==> config.mk <==
export PLATFORM = sky130hd
export DESIGN_NAME = pup_top
export DESIGN_NICKNAME = d
export VERILOG_FILES = /design/src/hdl/pup_pkg.sv /design/src/hdl/pup_top.sv /design/src/hdl/pup_sync.sv
export VERILOG_INCLUDE_DIRS = /design/src /design/src/hdl
export SDC_FILE = /design/constraint.sdc
export NUM_CORES = 1
export LEC_CHECK = 0
export BUFFER_PORTS_ARGS = -buffer_cell sky130_fd_sc_hd__buf_2
export CAP_MARGIN = 10
export CORE_MARGIN = 4
export CORE_UTILIZATION = 50
export DETAILED_ROUTE_END_ITERATION = 10
export HOLD_SLACK_MARGIN = 0.08
export PLACE_DENSITY = 0.71
export SYNTH_ARGS = -nofsm -noshare
export SYNTH_HDL_FRONTEND = slang
export SYNTH_SLANG_ARGS = --single-unit
export TNS_END_PERCENT = 5
==> constraint.sdc <==
create_clock -name pclk -period 1.9 [get_ports pclk]
set_input_delay 0.38 -clock pclk [delete_from_list [all_inputs] [get_ports pclk]]
set_output_delay 0.38 -clock pclk [all_outputs]
set_load 0.05 [all_outputs]
==> src/hdl/pup_defines.svh <==
`ifndef PUP_DEFINES_SVH
`define PUP_DEFINES_SVH

// Clock and power-up reset delay
`define PUP_CLK_NS 25
`define PUP_TD_NS 1000
`define PUP_TD_CYC ((`PUP_TD_NS + `PUP_CLK_NS - 1) / `PUP_CLK_NS)

// Register byte offsets
`define PUP_OFS_CTRL 8'h00
`define PUP_OFS_STAT 8'h04
`define PUP_OFS_SIG 8'h08
`define PUP_OFS_CIDX 8'h0C
`define PUP_OFS_CDAT 8'h10
`define PUP_OFS_ISP 8'h14
`define PUP_OFS_UOUT 8'h18
`define PUP_OFS_PINS 8'h1C

// Control field positions
`define PUP_CTRL_HYST 0
`define PUP_CTRL_JOFF 1
`define PUP_CTRL_KEEP 2
`define PUP_CTRL_FUSE 3

// Status field positions
`define PUP_STAT_POR 0
`define PUP_STAT_ISP 1
`define PUP_STAT_LOCK 2
`define PUP_STAT_FUSE 3
`define PUP_STAT_VCC 4

// Programming command positions
`define PUP_ISP_START 0
`define PUP_ISP_FINISH 1

// Reset values
`define PUP_CFG_ERASED 32'hFFFFFFFF
`define PUP_CTRL_RST 4'h0
`define PUP_SIG_RST 16'hFFFF

`endif

==> src/hdl/pup_pkg.sv <==
package pup_pkg;
  typedef enum logic [1:0] {PUP_OFF, PUP_WAIT, PUP_RUN} pup_por_e;
  typedef enum logic [1:0] {PUP_IDLE, PUP_PROG, PUP_LOCK} pup_isp_e;
  typedef logic [31:0] pup_word_t;
  typedef logic [2:0] pup_idx_t;
endpackage

==> src/hdl/pup_top.sv <==
// Operation
// [RULE1] A fixed delay after the supply passes the reset threshold every register is initialised and outputs take their polarity level.
// [RULE1] Here por_init clears only uout_ff.
// [RULE2] The board meets all input and feedback setup before its first clock edge after power-up reset.
// [RULE3] The board keeps the clock input free of transitions during the power-up reset delay; here pclk keeps running and the delay is counted on its edges.
// [RULE4] The reset detector offers small or large hysteresis, large being advised near 3.0V supplies.
// [RULE5] With the security fuse programmed, verify readback of the configuration is refused.
// [RULE6] The 16-bit user signature stays readable whatever the fuse state.
// [RULE7] Programming runs over a four-pin JTAG port, which an option can disable to free its pins for logic.
// [RULE8] An interrupted programming session locks the device and puts all input and I/O pins in high impedance.
// [RULE9] With the keeper option set by an earlier configuration, pins hold their last level during programming.
// [RULE10] Configuration memory starts out erased and ready for programming.
// [RULE11] The user signature gives two bytes of user-writable storage.
`timescale 1ns/100ps
`include "pup_defines.svh"
module pup_top
  import pup_pkg::*;
(
  input wire logic pclk,
  input wire logic presetn,
  input wire logic [7:0] paddr,
  input wire logic psel,
  input wire logic penable,
  input wire logic pwrite,
  input wire logic [31:0] pwdata,
  output logic [31:0] prdata,
  output logic pready,
  output logic pslverr,
  input wire logic vcc_above_rst,
  input wire logic vcc_below_off,
  input wire logic isp_cable_n,
  input wire logic [3:0] jtag_pin_in,
  output logic [3:0] jtag_pin_out,
  output logic [3:0] jtag_pin_oe,
  input wire logic [7:0] user_pin_in,
  output logic [7:0] user_pin_out,
  output logic [7:0] user_pin_oe,
  output logic keeper_hold,
  output logic por_init,
  output logic isp_locked
);
  localparam logic [5:0] TD_CYC = 6'(`PUP_TD_CYC);

  logic [14:0] pins_s;
  logic vcc_ok;
  logic vcc_off;
  logic cable_gone;
  pup_por_e por_ff, nxt_por;
  pup_isp_e isp_ff, nxt_isp;
  logic [5:0] por_cnt_ff;
  logic [3:0] ctrl_ff;
  logic [15:0] sig_ff;
  pup_idx_t cidx_ff;
  pup_word_t cfg_ff [8];
  logic [23:0] uout_ff;
  logic keep_snap_ff;
  pup_word_t prdata_ff;
  logic err_ff;

  // Board pins cross into the bus clock domain
  pup_sync #(.WIDTH(15)) i_pup_sync (
    .pclk(pclk),
    .presetn(presetn),
    .din({user_pin_in, jtag_pin_in, isp_cable_n, vcc_below_off, vcc_above_rst}),
    .dout(pins_s)
  );
  assign vcc_ok = pins_s[0];
  assign vcc_off = pins_s[1];
  assign cable_gone = pins_s[2];

  // Bus phase decode
  function automatic logic hit(input logic [7:0] a, input logic [7:0] ofs);
    hit = (a == ofs);
  endfunction
  wire setup_ph = psel && !penable;
  wire acc_ph = psel && penable;
  wire wr_acc = acc_ph && pwrite;
  wire rd_setup = setup_ph && !pwrite;
  wire mapped = hit(paddr, `PUP_OFS_CTRL) || hit(paddr, `PUP_OFS_STAT) || hit(paddr, `PUP_OFS_SIG)
    || hit(paddr, `PUP_OFS_CIDX) || hit(paddr, `PUP_OFS_CDAT) || hit(paddr, `PUP_OFS_ISP)
    || hit(paddr, `PUP_OFS_UOUT) || hit(paddr, `PUP_OFS_PINS);
  wire fuse = ctrl_ff[`PUP_CTRL_FUSE];
  wire hyst_large = ctrl_ff[`PUP_CTRL_HYST];
  wire jtag_off = ctrl_ff[`PUP_CTRL_JOFF];
  wire isp_prog = (isp_ff == PUP_PROG);
  wire cdat_rd_refused = hit(paddr, `PUP_OFS_CDAT) && !pwrite && fuse; // RULE5
  wire cdat_wr_refused = hit(paddr, `PUP_OFS_CDAT) && pwrite && !isp_prog;
  wire por_run = (por_ff == PUP_RUN);

  // Supply loss depends on hysteresis: large waits for near shut-off
  wire vcc_lost = hyst_large ? vcc_off : !vcc_ok; // RULE4
  wire td_done = (por_cnt_ff == TD_CYC - 6'h01);
  always_comb begin
    nxt_por = por_ff;
    unique case (por_ff)
      PUP_OFF: if (vcc_ok && !vcc_off) nxt_por = PUP_WAIT;
      PUP_WAIT: if (!vcc_ok) nxt_por = PUP_OFF; else if (td_done) nxt_por = PUP_RUN;
      PUP_RUN: if (vcc_lost) nxt_por = PUP_OFF;
    endcase
  end
  assign por_init = (por_ff == PUP_WAIT) && vcc_ok && td_done; // RULE1

  // Reset delay counter, counted on pclk edges; board drivers hold still meanwhile
  always_ff @(posedge pclk or negedge presetn) begin
    if (!presetn) begin
      por_ff <= PUP_OFF;
      por_cnt_ff <= 6'h00;
    end else begin
      por_ff <= nxt_por;
      por_cnt_ff <= (por_ff == PUP_WAIT) ? por_cnt_ff + 6'h01 : 6'h00; // RULE3
    end
  end

  // Programming session; a removed cable or lost supply is an interruption
  wire isp_cmd = wr_acc && hit(paddr, `PUP_OFS_ISP);
  wire isp_start = isp_cmd && pwdata[`PUP_ISP_START] && !jtag_off && por_run; // RULE7
  wire isp_finish = isp_cmd && pwdata[`PUP_ISP_FINISH];
  wire isp_abort = cable_gone || !por_run;
  always_comb begin
    nxt_isp = isp_ff;
    unique case (isp_ff)
      PUP_IDLE: if (isp_start) nxt_isp = PUP_PROG;
      PUP_PROG: if (isp_abort) nxt_isp = PUP_LOCK; else if (isp_finish) nxt_isp = PUP_IDLE; // RULE8
      PUP_LOCK: if (isp_start) nxt_isp = PUP_PROG;
    endcase
  end
  always_ff @(posedge pclk or negedge presetn) begin
    if (!presetn) begin
      isp_ff <= PUP_IDLE;
      keep_snap_ff <= 1'b0;
    end else begin
      isp_ff <= nxt_isp;
      if (isp_start) begin
        keep_snap_ff <= ctrl_ff[`PUP_CTRL_KEEP]; // RULE9
      end
    end
  end

  // Nonvolatile settings; writes can only set fuse, only presetn clears it
  always_ff @(posedge pclk or negedge presetn) begin
    if (!presetn) begin
      ctrl_ff <= `PUP_CTRL_RST;
      sig_ff <= `PUP_SIG_RST;
      cidx_ff <= 3'h0;
    end else if (wr_acc) begin
      if (hit(paddr, `PUP_OFS_CTRL)) begin
        ctrl_ff <= {ctrl_ff[`PUP_CTRL_FUSE] | pwdata[`PUP_CTRL_FUSE], pwdata[2:0]}; // RULE5
      end
      if (hit(paddr, `PUP_OFS_SIG)) begin
        sig_ff <= pwdata[15:0]; // RULE11
      end
      if (hit(paddr, `PUP_OFS_CIDX)) begin
        cidx_ff <= pwdata[2:0];
      end
    end
  end

  // Configuration words start erased; written only inside a session
  genvar w;
  generate
    for (w = 0; w < 8; w++) begin : g_cfg
      always_ff @(posedge pclk or negedge presetn) begin
        if (!presetn) begin
          cfg_ff[w] <= `PUP_CFG_ERASED; // RULE10
        end else if (wr_acc && hit(paddr, `PUP_OFS_CDAT) && isp_prog && cidx_ff == 3'(w)) begin
          cfg_ff[w] <= pwdata;
        end
      end
    end
  endgenerate

  // User output register cleared by the power-up reset pulse
  always_ff @(posedge pclk or negedge presetn) begin
    if (!presetn) begin
      uout_ff <= 24'h000000;
    end else if (por_init) begin
      uout_ff <= 24'h000000; // RULE1
    end else if (wr_acc && hit(paddr, `PUP_OFS_UOUT) && !isp_prog) begin
      uout_ff <= pwdata[23:0];
    end
  end

  // Read data is latched in setup so the access phase answers at once
  wire [31:0] stat_word = {27'h0, vcc_ok, fuse, isp_ff == PUP_LOCK, isp_prog, por_run};
  wire [31:0] rd_mux =
    hit(paddr, `PUP_OFS_CTRL) ? {28'h0, ctrl_ff} :
    hit(paddr, `PUP_OFS_STAT) ? stat_word :
    hit(paddr, `PUP_OFS_SIG) ? {16'h0, sig_ff} : // RULE6
    hit(paddr, `PUP_OFS_CIDX) ? {29'h0, cidx_ff} :
    (hit(paddr, `PUP_OFS_CDAT) && !fuse) ? cfg_ff[cidx_ff] : // RULE5
    hit(paddr, `PUP_OFS_UOUT) ? {8'h0, uout_ff} :
    hit(paddr, `PUP_OFS_PINS) ? {20'h0, pins_s[14:3]} : 32'h00000000;
  always_ff @(posedge pclk or negedge presetn) begin
    if (!presetn) begin
      prdata_ff <= 32'h00000000;
      err_ff <= 1'b0;
    end else if (setup_ph) begin
      prdata_ff <= rd_setup ? rd_mux : 32'h00000000;
      err_ff <= !mapped || cdat_rd_refused || cdat_wr_refused;
    end
  end
  assign prdata = prdata_ff;
  assign pready = 1'b1;
  assign pslverr = acc_ph && err_ff;

  // Pin drive: polarity comes from configuration word zero
  wire pins_live = por_run && (isp_ff == PUP_IDLE);
  assign user_pin_out = uout_ff[7:0] ^ cfg_ff[0][7:0]; // RULE1
  assign user_pin_oe = pins_live ? uout_ff[15:8] : 8'h00; // RULE8
  assign keeper_hold = isp_prog && keep_snap_ff; // RULE9
  assign isp_locked = (isp_ff == PUP_LOCK);
  // Freed JTAG pins act as plain I/O; otherwise only the data-out pin drives
  assign jtag_pin_out = jtag_off ? uout_ff[19:16] : 4'h0;
  assign jtag_pin_oe = jtag_off ? (pins_live ? uout_ff[23:20] : 4'h0) : {isp_prog, 3'h0}; // RULE7

  chk_por_delay: assert property (@(posedge pclk) disable iff (!presetn) // RULE1
    por_init |-> $past(por_ff == PUP_WAIT, 1) ##1 (por_run && uout_ff == 24'h000000))
    else $error("power-up init did not clear outputs");
  chk_por_count: assert property (@(posedge pclk) disable iff (!presetn) // RULE1
    $rose(por_run) |-> $past(por_cnt_ff) == TD_CYC - 6'h01)
    else $error("reset delay length wrong");
  chk_hyst_small: assert property (@(posedge pclk) disable iff (!presetn) // RULE4
    (por_run && !hyst_large && !vcc_ok) |=> por_ff == PUP_OFF)
    else $error("small hysteresis did not drop reset");
  chk_hyst_large: assert property (@(posedge pclk) disable iff (!presetn) // RULE4
    (por_run && hyst_large && !vcc_off) |=> por_run)
    else $error("large hysteresis dropped early");
  chk_fuse_block: assert property (@(posedge pclk) disable iff (!presetn) // RULE5
    (rd_setup && hit(paddr, `PUP_OFS_CDAT) && fuse) |=> (pslverr && prdata == 32'h00000000))
    else $error("verify readback not refused");
  chk_sig_read: assert property (@(posedge pclk) disable iff (!presetn) // RULE6
    (rd_setup && hit(paddr, `PUP_OFS_SIG)) |=> (prdata == {16'h0, $past(sig_ff)} && !pslverr))
    else $error("signature not readable");
  chk_jtag_release: assert property (@(posedge pclk) disable iff (!presetn) // RULE7
    (jtag_off && isp_ff == PUP_IDLE) |=> isp_ff == PUP_IDLE)
    else $error("session started on disabled port");
  chk_isp_lock: assert property (@(posedge pclk) disable iff (!presetn) // RULE8
    (isp_prog && isp_abort) |=> (isp_locked && user_pin_oe == 8'h00)[*2])
    else $error("interrupted session did not lock");
  chk_keeper_hold: assert property (@(posedge pclk) disable iff (!presetn) // RULE9
    (isp_prog && keep_snap_ff) |-> (keeper_hold && user_pin_oe == 8'h00))
    else $error("keeper not holding");
endmodule

==> src/hdl/pup_sync.sv <==
`timescale 1ns/100ps
module pup_sync #(
  parameter int WIDTH = 1
) (
  input wire logic pclk,
  input wire logic presetn,
  input wire logic [WIDTH-1:0] din,
  output logic [WIDTH-1:0] dout
);
  logic [WIDTH-1:0] s1_ff;
  logic [WIDTH-1:0] s2_ff;
  logic [WIDTH-1:0] s3_ff;
  logic [WIDTH-1:0] q_ff;

  // Three stages; a bit moves only once stages two and three agree
  genvar i;
  generate
    for (i = 0; i < WIDTH; i++) begin : g_bit
      always_ff @(posedge pclk or negedge presetn) begin
        if (!presetn) begin
          s1_ff[i] <= 1'b0;
          s2_ff[i] <= 1'b0;
          s3_ff[i] <= 1'b0;
          q_ff[i] <= 1'b0;
        end else begin
          s1_ff[i] <= din[i];
          s2_ff[i] <= s1_ff[i];
          s3_ff[i] <= s2_ff[i];
          if (s2_ff[i] == s3_ff[i]) begin
            q_ff[i] <= s3_ff[i];
          end
        end
      end
    end
  endgenerate

  assign dout = q_ff;
endmodule

Yosys cells after proc, flatten, opt, wreduce, memory -nomap -nowiden
Index checks and enable logic that the tools add are counted.
{"block": "word_totals", "reg_bits": 407, "output_inout_bits": 61, "word_cells": 212}
{"block": "op_classes", "add_sub_neg": 1, "magnitude_cmp": 1, "eq_ne": 39, "mux": 28, "bitwise": 3, "n_reduce_logical": 62}
{"operator": "2-to-1 mux 32 bit", "count": 8}
{"operator": "binary-select mux 32 bit (select 3 bit)", "count": 1}
{"operator": "2-to-1 mux 24 bit", "count": 3}
{"operator": "equality test 8 x 5 -> 1 bit (second input constant)", "count": 4}
{"operator": "logical AND 1 bit", "count": 32}
{"operator": "equality test 8 x 4 -> 1 bit (second input constant)", "count": 2}
{"operator": "equality test 1 bit", "count": 15}
{"operator": "2-to-1 mux 2 bit", "count": 7}
{"operator": "equality test 3 bit (second input constant)", "count": 4}
{"operator": "2-to-1 mux 12 bit", "count": 1}
{"operator": "2-to-1 mux 4 bit", "count": 3}
{"operator": "logical OR 1 bit", "count": 10}
{"operator": "zero test 1 bit", "count": 9}
{"operator": "equality test 8 x 3 -> 1 bit (second input constant)", "count": 1}
{"operator": "zero test 8 bit", "count": 1}
{"operator": "2-to-1 mux 8 bit", "count": 1}
{"operator": "AND reduction 2 bit", "count": 4}
{"operator": "bitwise XOR 8 bit", "count": 1}
{"operator": "adder 6 x 1 -> 6 bit (second input constant)", "count": 1}
{"operator": "equality test 3 x 2 -> 1 bit (second input constant)", "count": 2}
{"operator": "equality test 6 bit (second input constant)", "count": 1}
{"operator": "2-to-1 mux 6 bit", "count": 1}
{"operator": "one-hot mux 2 bit (3 select lines)", "count": 1}
{"operator": "equality test 2 x 1 -> 1 bit (second input constant)", "count": 2}
{"operator": "other kinds (16)", "count": 19}

Logic depth before layout (Yosys ltp)
{"block": "depth", "word_depth": 11, "depth_mapped": 7, "mapped_depth_nobuf": 6}

Modules after synthesis
Synthesis repeated with hierarchy kept, for this count alone.
{"block": "unflattened", "hier_cells": 1171, "area_unflattened_um2": 17954.7}
{"mod": "pup_top", "instances": 1, "cells_per_inst": 1096, "area_per_inst_um2": 16284.4, "seq_area_each_um2": 9023.7}
{"mod": "pup_sync", "instances": 1, "cells_per_inst": 75, "area_per_inst_um2": 1670.4, "seq_area_each_um2": 1501.4}

Worst setup path before layout
No wires, ideal clock.
{"block": "synth_timing", "kind": "reg-to-reg", "startpoint": "register por_ff[1]", "endpoint": "register uout_ff[10]", "setup_ns": 0.121, "t_arrival_ns": 2.712, "setup_slack_ns": -0.933, "stages_incl_launch_ff": 8, "path_buffers": 1, "period_less_slack_ns": 2.833, "cell_sequence": "dfrtp_1 inv_1 ha_1 nand2_1 nor3_1 a31oi_1 clkbuf_1 a22o_1"}
{"block": "synth_between", "elab_chain_len": 4, "elab_cells_between_ends": 5, "cone_classes": "eq/ne (1); mux (1); reduce/logical (3)"}
{"element": "start, declared", "line_no": "pup_top.sv:48", "source": "pup_por_e por_ff, nxt_por;"}
{"element": "start signal, assigned", "line_no": "pup_top.sv:109", "source": "por_ff <= nxt_por;"}
{"element": "equality test 2 x 1 -> 1 bit *", "line_no": "pup_top.sv:101", "source": "assign por_init = (por_ff == PUP_WAIT) && vcc_ok && td_done;"}
{"element": "logical AND 1 bit * (2 in a row)", "line_no": "pup_top.sv:101"}
{"element": "named net por_init", "line_no": "pup_top.sv:39", "source": "output logic por_init,"}
{"element": "2-to-1 mux 24 bit or nonzero test 2 bit (tied branches)"}
{"element": "end signal, assigned", "line_no": "pup_top.sv:179", "source": "uout_ff <= pwdata[23:0];"}
{"element": "end, declared", "line_no": "pup_top.sv:55", "source": "logic [23:0] uout_ff;"}
The timed path passes the listed nets; every way through them passes the cells marked *.
A chain may end at the register's enable or synchronous reset.

Worst setup path after layout
{"block": "layout_timing", "startpoint": "register por_ff[0]", "endpoint": "output port jtag_pin_oe[0]"}
{"block": "layout_between", "elab_chain_len": 4}
{"element": "equality test 2 bit", "line_no": "pup_top.sv:88", "source": "wire por_run = (por_ff == PUP_RUN);"}
{"element": "logical AND 1 bit", "line_no": "pup_top.sv:207", "source": "wire pins_live = por_run && (isp_ff == PUP_IDLE);"}
{"element": "2-to-1 mux 4 bit (2 in a row)", "line_no": "pup_top.sv:214", "source": "assign jtag_pin_oe = jtag_off ? (pins_live ? uout_ff[23:20] : 4'h0) : {isp_prog, 3'h0};"}
{"element": "end, declared", "line_no": "pup_top.sv:34", "source": "output logic [3:0] jtag_pin_oe,"}
Every way passes these cells.

==> results.sh <==
export IMPL_status="complete, but fails checks"
export IMPL_failed_checks="negative setup slack"
export IMPL_seqCellArea_um2=10500
export IMPL_seq_area_frac_synth_pct=58.3
export IMPL_dp_hpwl_um=27600
export IMPL_final_setup_tns_ns=-38.86
export IMPL_cts_buffer_depth=3
export IMPL_fin_nets=1441
export IMPL_ctsRootBufferMaster="clkbuf_16"
export IMPL_synthDistinctLibCells=60
export IMPL_clk_pin_slew_ns=0.06
export IMPL_worstPathCellList="inv_2 -> ha_4 -> nor3b_4 -> buf_6 -> and3_4 -> buf_8"
export IMPL_gp_congestion=0.865
export IMPL_holdWs_ns=0.172
export IMPL_worst_slack_ns=-0.394
export IMPL_rsz0062_at_grt="true"
export IMPL_worst_pin_slew_ns=0.561
export IMPL_swShare_pct=22.2
export IMPL_switching_power_mw=4.14
export IMPL_endpoint_kind="output port"
export IMPL_grt_pass1_wl_um=67900
export IMPL_crit_fanout=8
export IMPL_first_global_vias=11670
export IMPL_synth_top_area_cell="dfstp_2"
export IMPL_crit_type="reg2out"
export IMPL_setup_viol=289
export IMPL_cts_tree="built"
export IMPL_cts_made_buffers=43
export IMPL_cp_slowest_cell="dfrtp_1"
export IMPL_drive_above_1_share_pct=69.3
export IMPL_ant_nets=0
export IMPL_die_y_um=198
export IMPL_r2r_cells=8
export IMPL_cts_max_level=2
export IMPL_wl_um=43500
export IMPL_drt_initial_drc_count=641
export IMPL_via_per_inst=5.76
export IMPL_synth_nets=1232
export IMPL_nFillCells=2540
export IMPL_fin_skew_ns=0.0167
export IMPL_overflow=0
export IMPL_synthArstFlopShare_pct=100
export IMPL_core_area_um2=35600
export IMPL_die_width_um=198
export IMPL_hold_viol=0
export IMPL_arrival_ns=1.91
export IMPL_clkLatencyLatePin_ns=0.55
export IMPL_synth_cells=1168
export IMPL_powerDensity_nw_per_um2=834
export IMPL_fin_crit_sh_pct=121
export IMPL_max_freq_ghz=0.436
export IMPL_num_vias=10794
export IMPL_io_pins=121
export IMPL_min_path_type="in2reg"
export IMPL_die_area_um2=39200
export IMPL_yosys_warnings=0
export IMPL_synth_edf_count=0
export IMPL_cp_start_kind="register"
export IMPL_relSlewSlack_pct=62.3
export IMPL_syn_area_um2=18000
export IMPL_synth_flop_cell="dfstp_2"
export IMPL_final_cell_mix="dfstp_2, mux2_2, dfrtp_1, buf_2, buf_4"
export IMPL_max_cap_violations=0
export IMPL_routedWlPerCell_um=23.2
export IMPL_rows=69
export IMPL_synthToLayoutAreaGrowth_pct=23.8
export IMPL_multi_input_area_um2=7510
export IMPL_final_common_cell="dfstp_2"
export IMPL_drc=0
export IMPL_start_util_pct=50.7
export IMPL_cellLeakagePower_nw=9.72
export IMPL_clock_sinks=407
export IMPL_hold_depth=2
export IMPL_syn_avg_cell_area_um2=15.4
export IMPL_ir_drop_uv=1120
export IMPL_pwr_share_clk_pct=46.1
export IMPL_final_util_pct=62.8
export IMPL_synth_area_leaders="dfstp_2, dfrtp_1, mux2_2"
export IMPL_yosysTopAreaCellShare_pct=39.6
export IMPL_cp_required_ns=1.52
export IMPL_grt_max_degree=93
export IMPL_first_pass_iters=5
export IMPL_drv_slew=0
export IMPL_ys_seq_elements=407
export IMPL_slowest_delay_ns=0.39
export IMPL_internal_power_mw=14.5
export IMPL_comb_power_share_pct=5.9
export IMPL_sequentialPowerShare_pct=48.0
export IMPL_post_route_min_period_ns=2.29
export IMPL_numPortBuffers=119
export IMPL_antenna_found_initial=2
export IMPL_grt_use_total_pct=22.1
[worst paths after layout]
kind	to	slack [ns]	start
worst max-delay path	jtag_pin_oe[0]	-0.39	por_ff[0]
min in group asynchronous	i_pup_sync.s1_ff[3]	0.29	presetn
worst min-delay path	uout_ff[18]	0.17	pwdata[18]
worst max register to register	cfg_ff[247]	-0.27	isp_ff[1]
worst min register to register	i_pup_sync.s2_ff[3]	0.35	i_pup_sync.s1_ff[3]
max in group asynchronous	sig_ff[14]	0.85	presetn
[metrics by stage]
| step | cells | setup slack, ns | instance area (µm²) | total power [mW] |
|---|---|---|---|---|
| final | 1873 | -0.394 | 22300 | 18.6 |
| after detailed placement | 1766 | -0.473 | 20000 | 10.0 |
| after global placement | 1766 | -0.447 | 20000 | 10.0 |
| after floorplan | 1168 | -0.0665 | 18100 | 9.47 |
| after CTS | 1864 | -0.417 | 22100 | 18.7 |
| after global routing | 1873 | -0.467 | 22300 | 19.3 |
[cells by family (layout without fill, tap and decap cells)]
group	count (synthesis)	count (layout)	share of synthesized area (%)
other	1	2	0.0208
flip-flops	407	407	58.3
adder cells (fa/ha/maj)	19	19	1.11
AO/OA/AOI/OAI	115	115	4.38
AND/OR/NAND/NOR	133	133	4.59
multiplexers	389	389	28.6
XOR/XNOR	12	12	0.583
buffers and inverters	92	335	2.34
[layer usage]
layer,vias up,global-route usage [%],share of wire [%]
met3,66,3.06,4.5
met4,2,6.22,2.1
met1,5729,32.0,45
li1,4740,-,-
met5,-,0,0.016
met2,257,35.5,48
[repair_timing]
item / 4_1_cts / 5_1_grt
cloned: 0 / 2
hold buffers: 16 / 0
hold endpoints to repair: 47 / 0
endpoints found under the setup margin: 272 / 328
setup buffers: 3 / 7
gates resized for setup: 110 / 53
pin swaps: 8 / 15
[power groups by stage]
stage / sequential [mW] / combinational (mW) / clock, mW
global placement: 9.07 / 0.931 / 0
CTS: 8.95 / 1.01 / 8.74
detailed placement: 9.07 / 0.953 / 0
finish: 8.96 / 1.10 / 8.59
floorplan: 9.05 / 0.420 / 0
global route: 8.97 / 1.20 / 9.09
[flip-flops by register name, indices dropped and copies added, names as in the netlist, 6 cells and up]
register	flops
sig_ff	16
i_pup_sync.s2_ff	15
i_pup_sync.s3_ff	15
prdata	32
por_cnt_ff	6
i_pup_sync.s1_ff	15
i_pup_sync.dout	15
cfg_ff	256
uout_ff	24
[Yosys cell counts (all sizes together), types with 4 or more instances]
| cell type | n |
|---|---|
| nand4b | 4 |
| nor3 | 6 |
| a22oi | 18 |
| a31oi | 6 |
| maj3 | 15 |
| nor4 | 6 |
| a21oi | 7 |
| clkbuf | 31 |
| mux4 | 64 |
| nor2 | 9 |
| mux2 | 288 |
| nor2b | 7 |
| o21ai | 38 |
| nand2b | 5 |
| buf | 56 |
| a22o | 25 |
| dfrtp | 135 |
| xor2 | 9 |
| ha | 4 |
| nand2 | 27 |
| and2 | 22 |
| nand3 | 9 |
| dfstp | 272 |
| and3 | 9 |
| mux2i | 37 |
| or3 | 5 |
| o211ai | 7 |
| inv | 4 |
| nor3b | 7 |
[cell type report]
class	count	area share [%]
diodes	1	0.0112
clock inverters	4	0.314
flip-flops and latches	407	47.1
clock buffers	75	6.22
repair buffers	251	10.0
inverters	5	0.0952
well taps	461	2.58
multi-input cells	669	33.6
[worst max-delay path, delay by kind of cell, from the launching register on]
kind | cells | cell delay (ns)
buf+inv | 3 | 0.40
simple gates | 2 | 0.44
flops | 1 | 0.39
fa+ha+maj | 1 | 0.13
(Power assumes the default switching activity.)
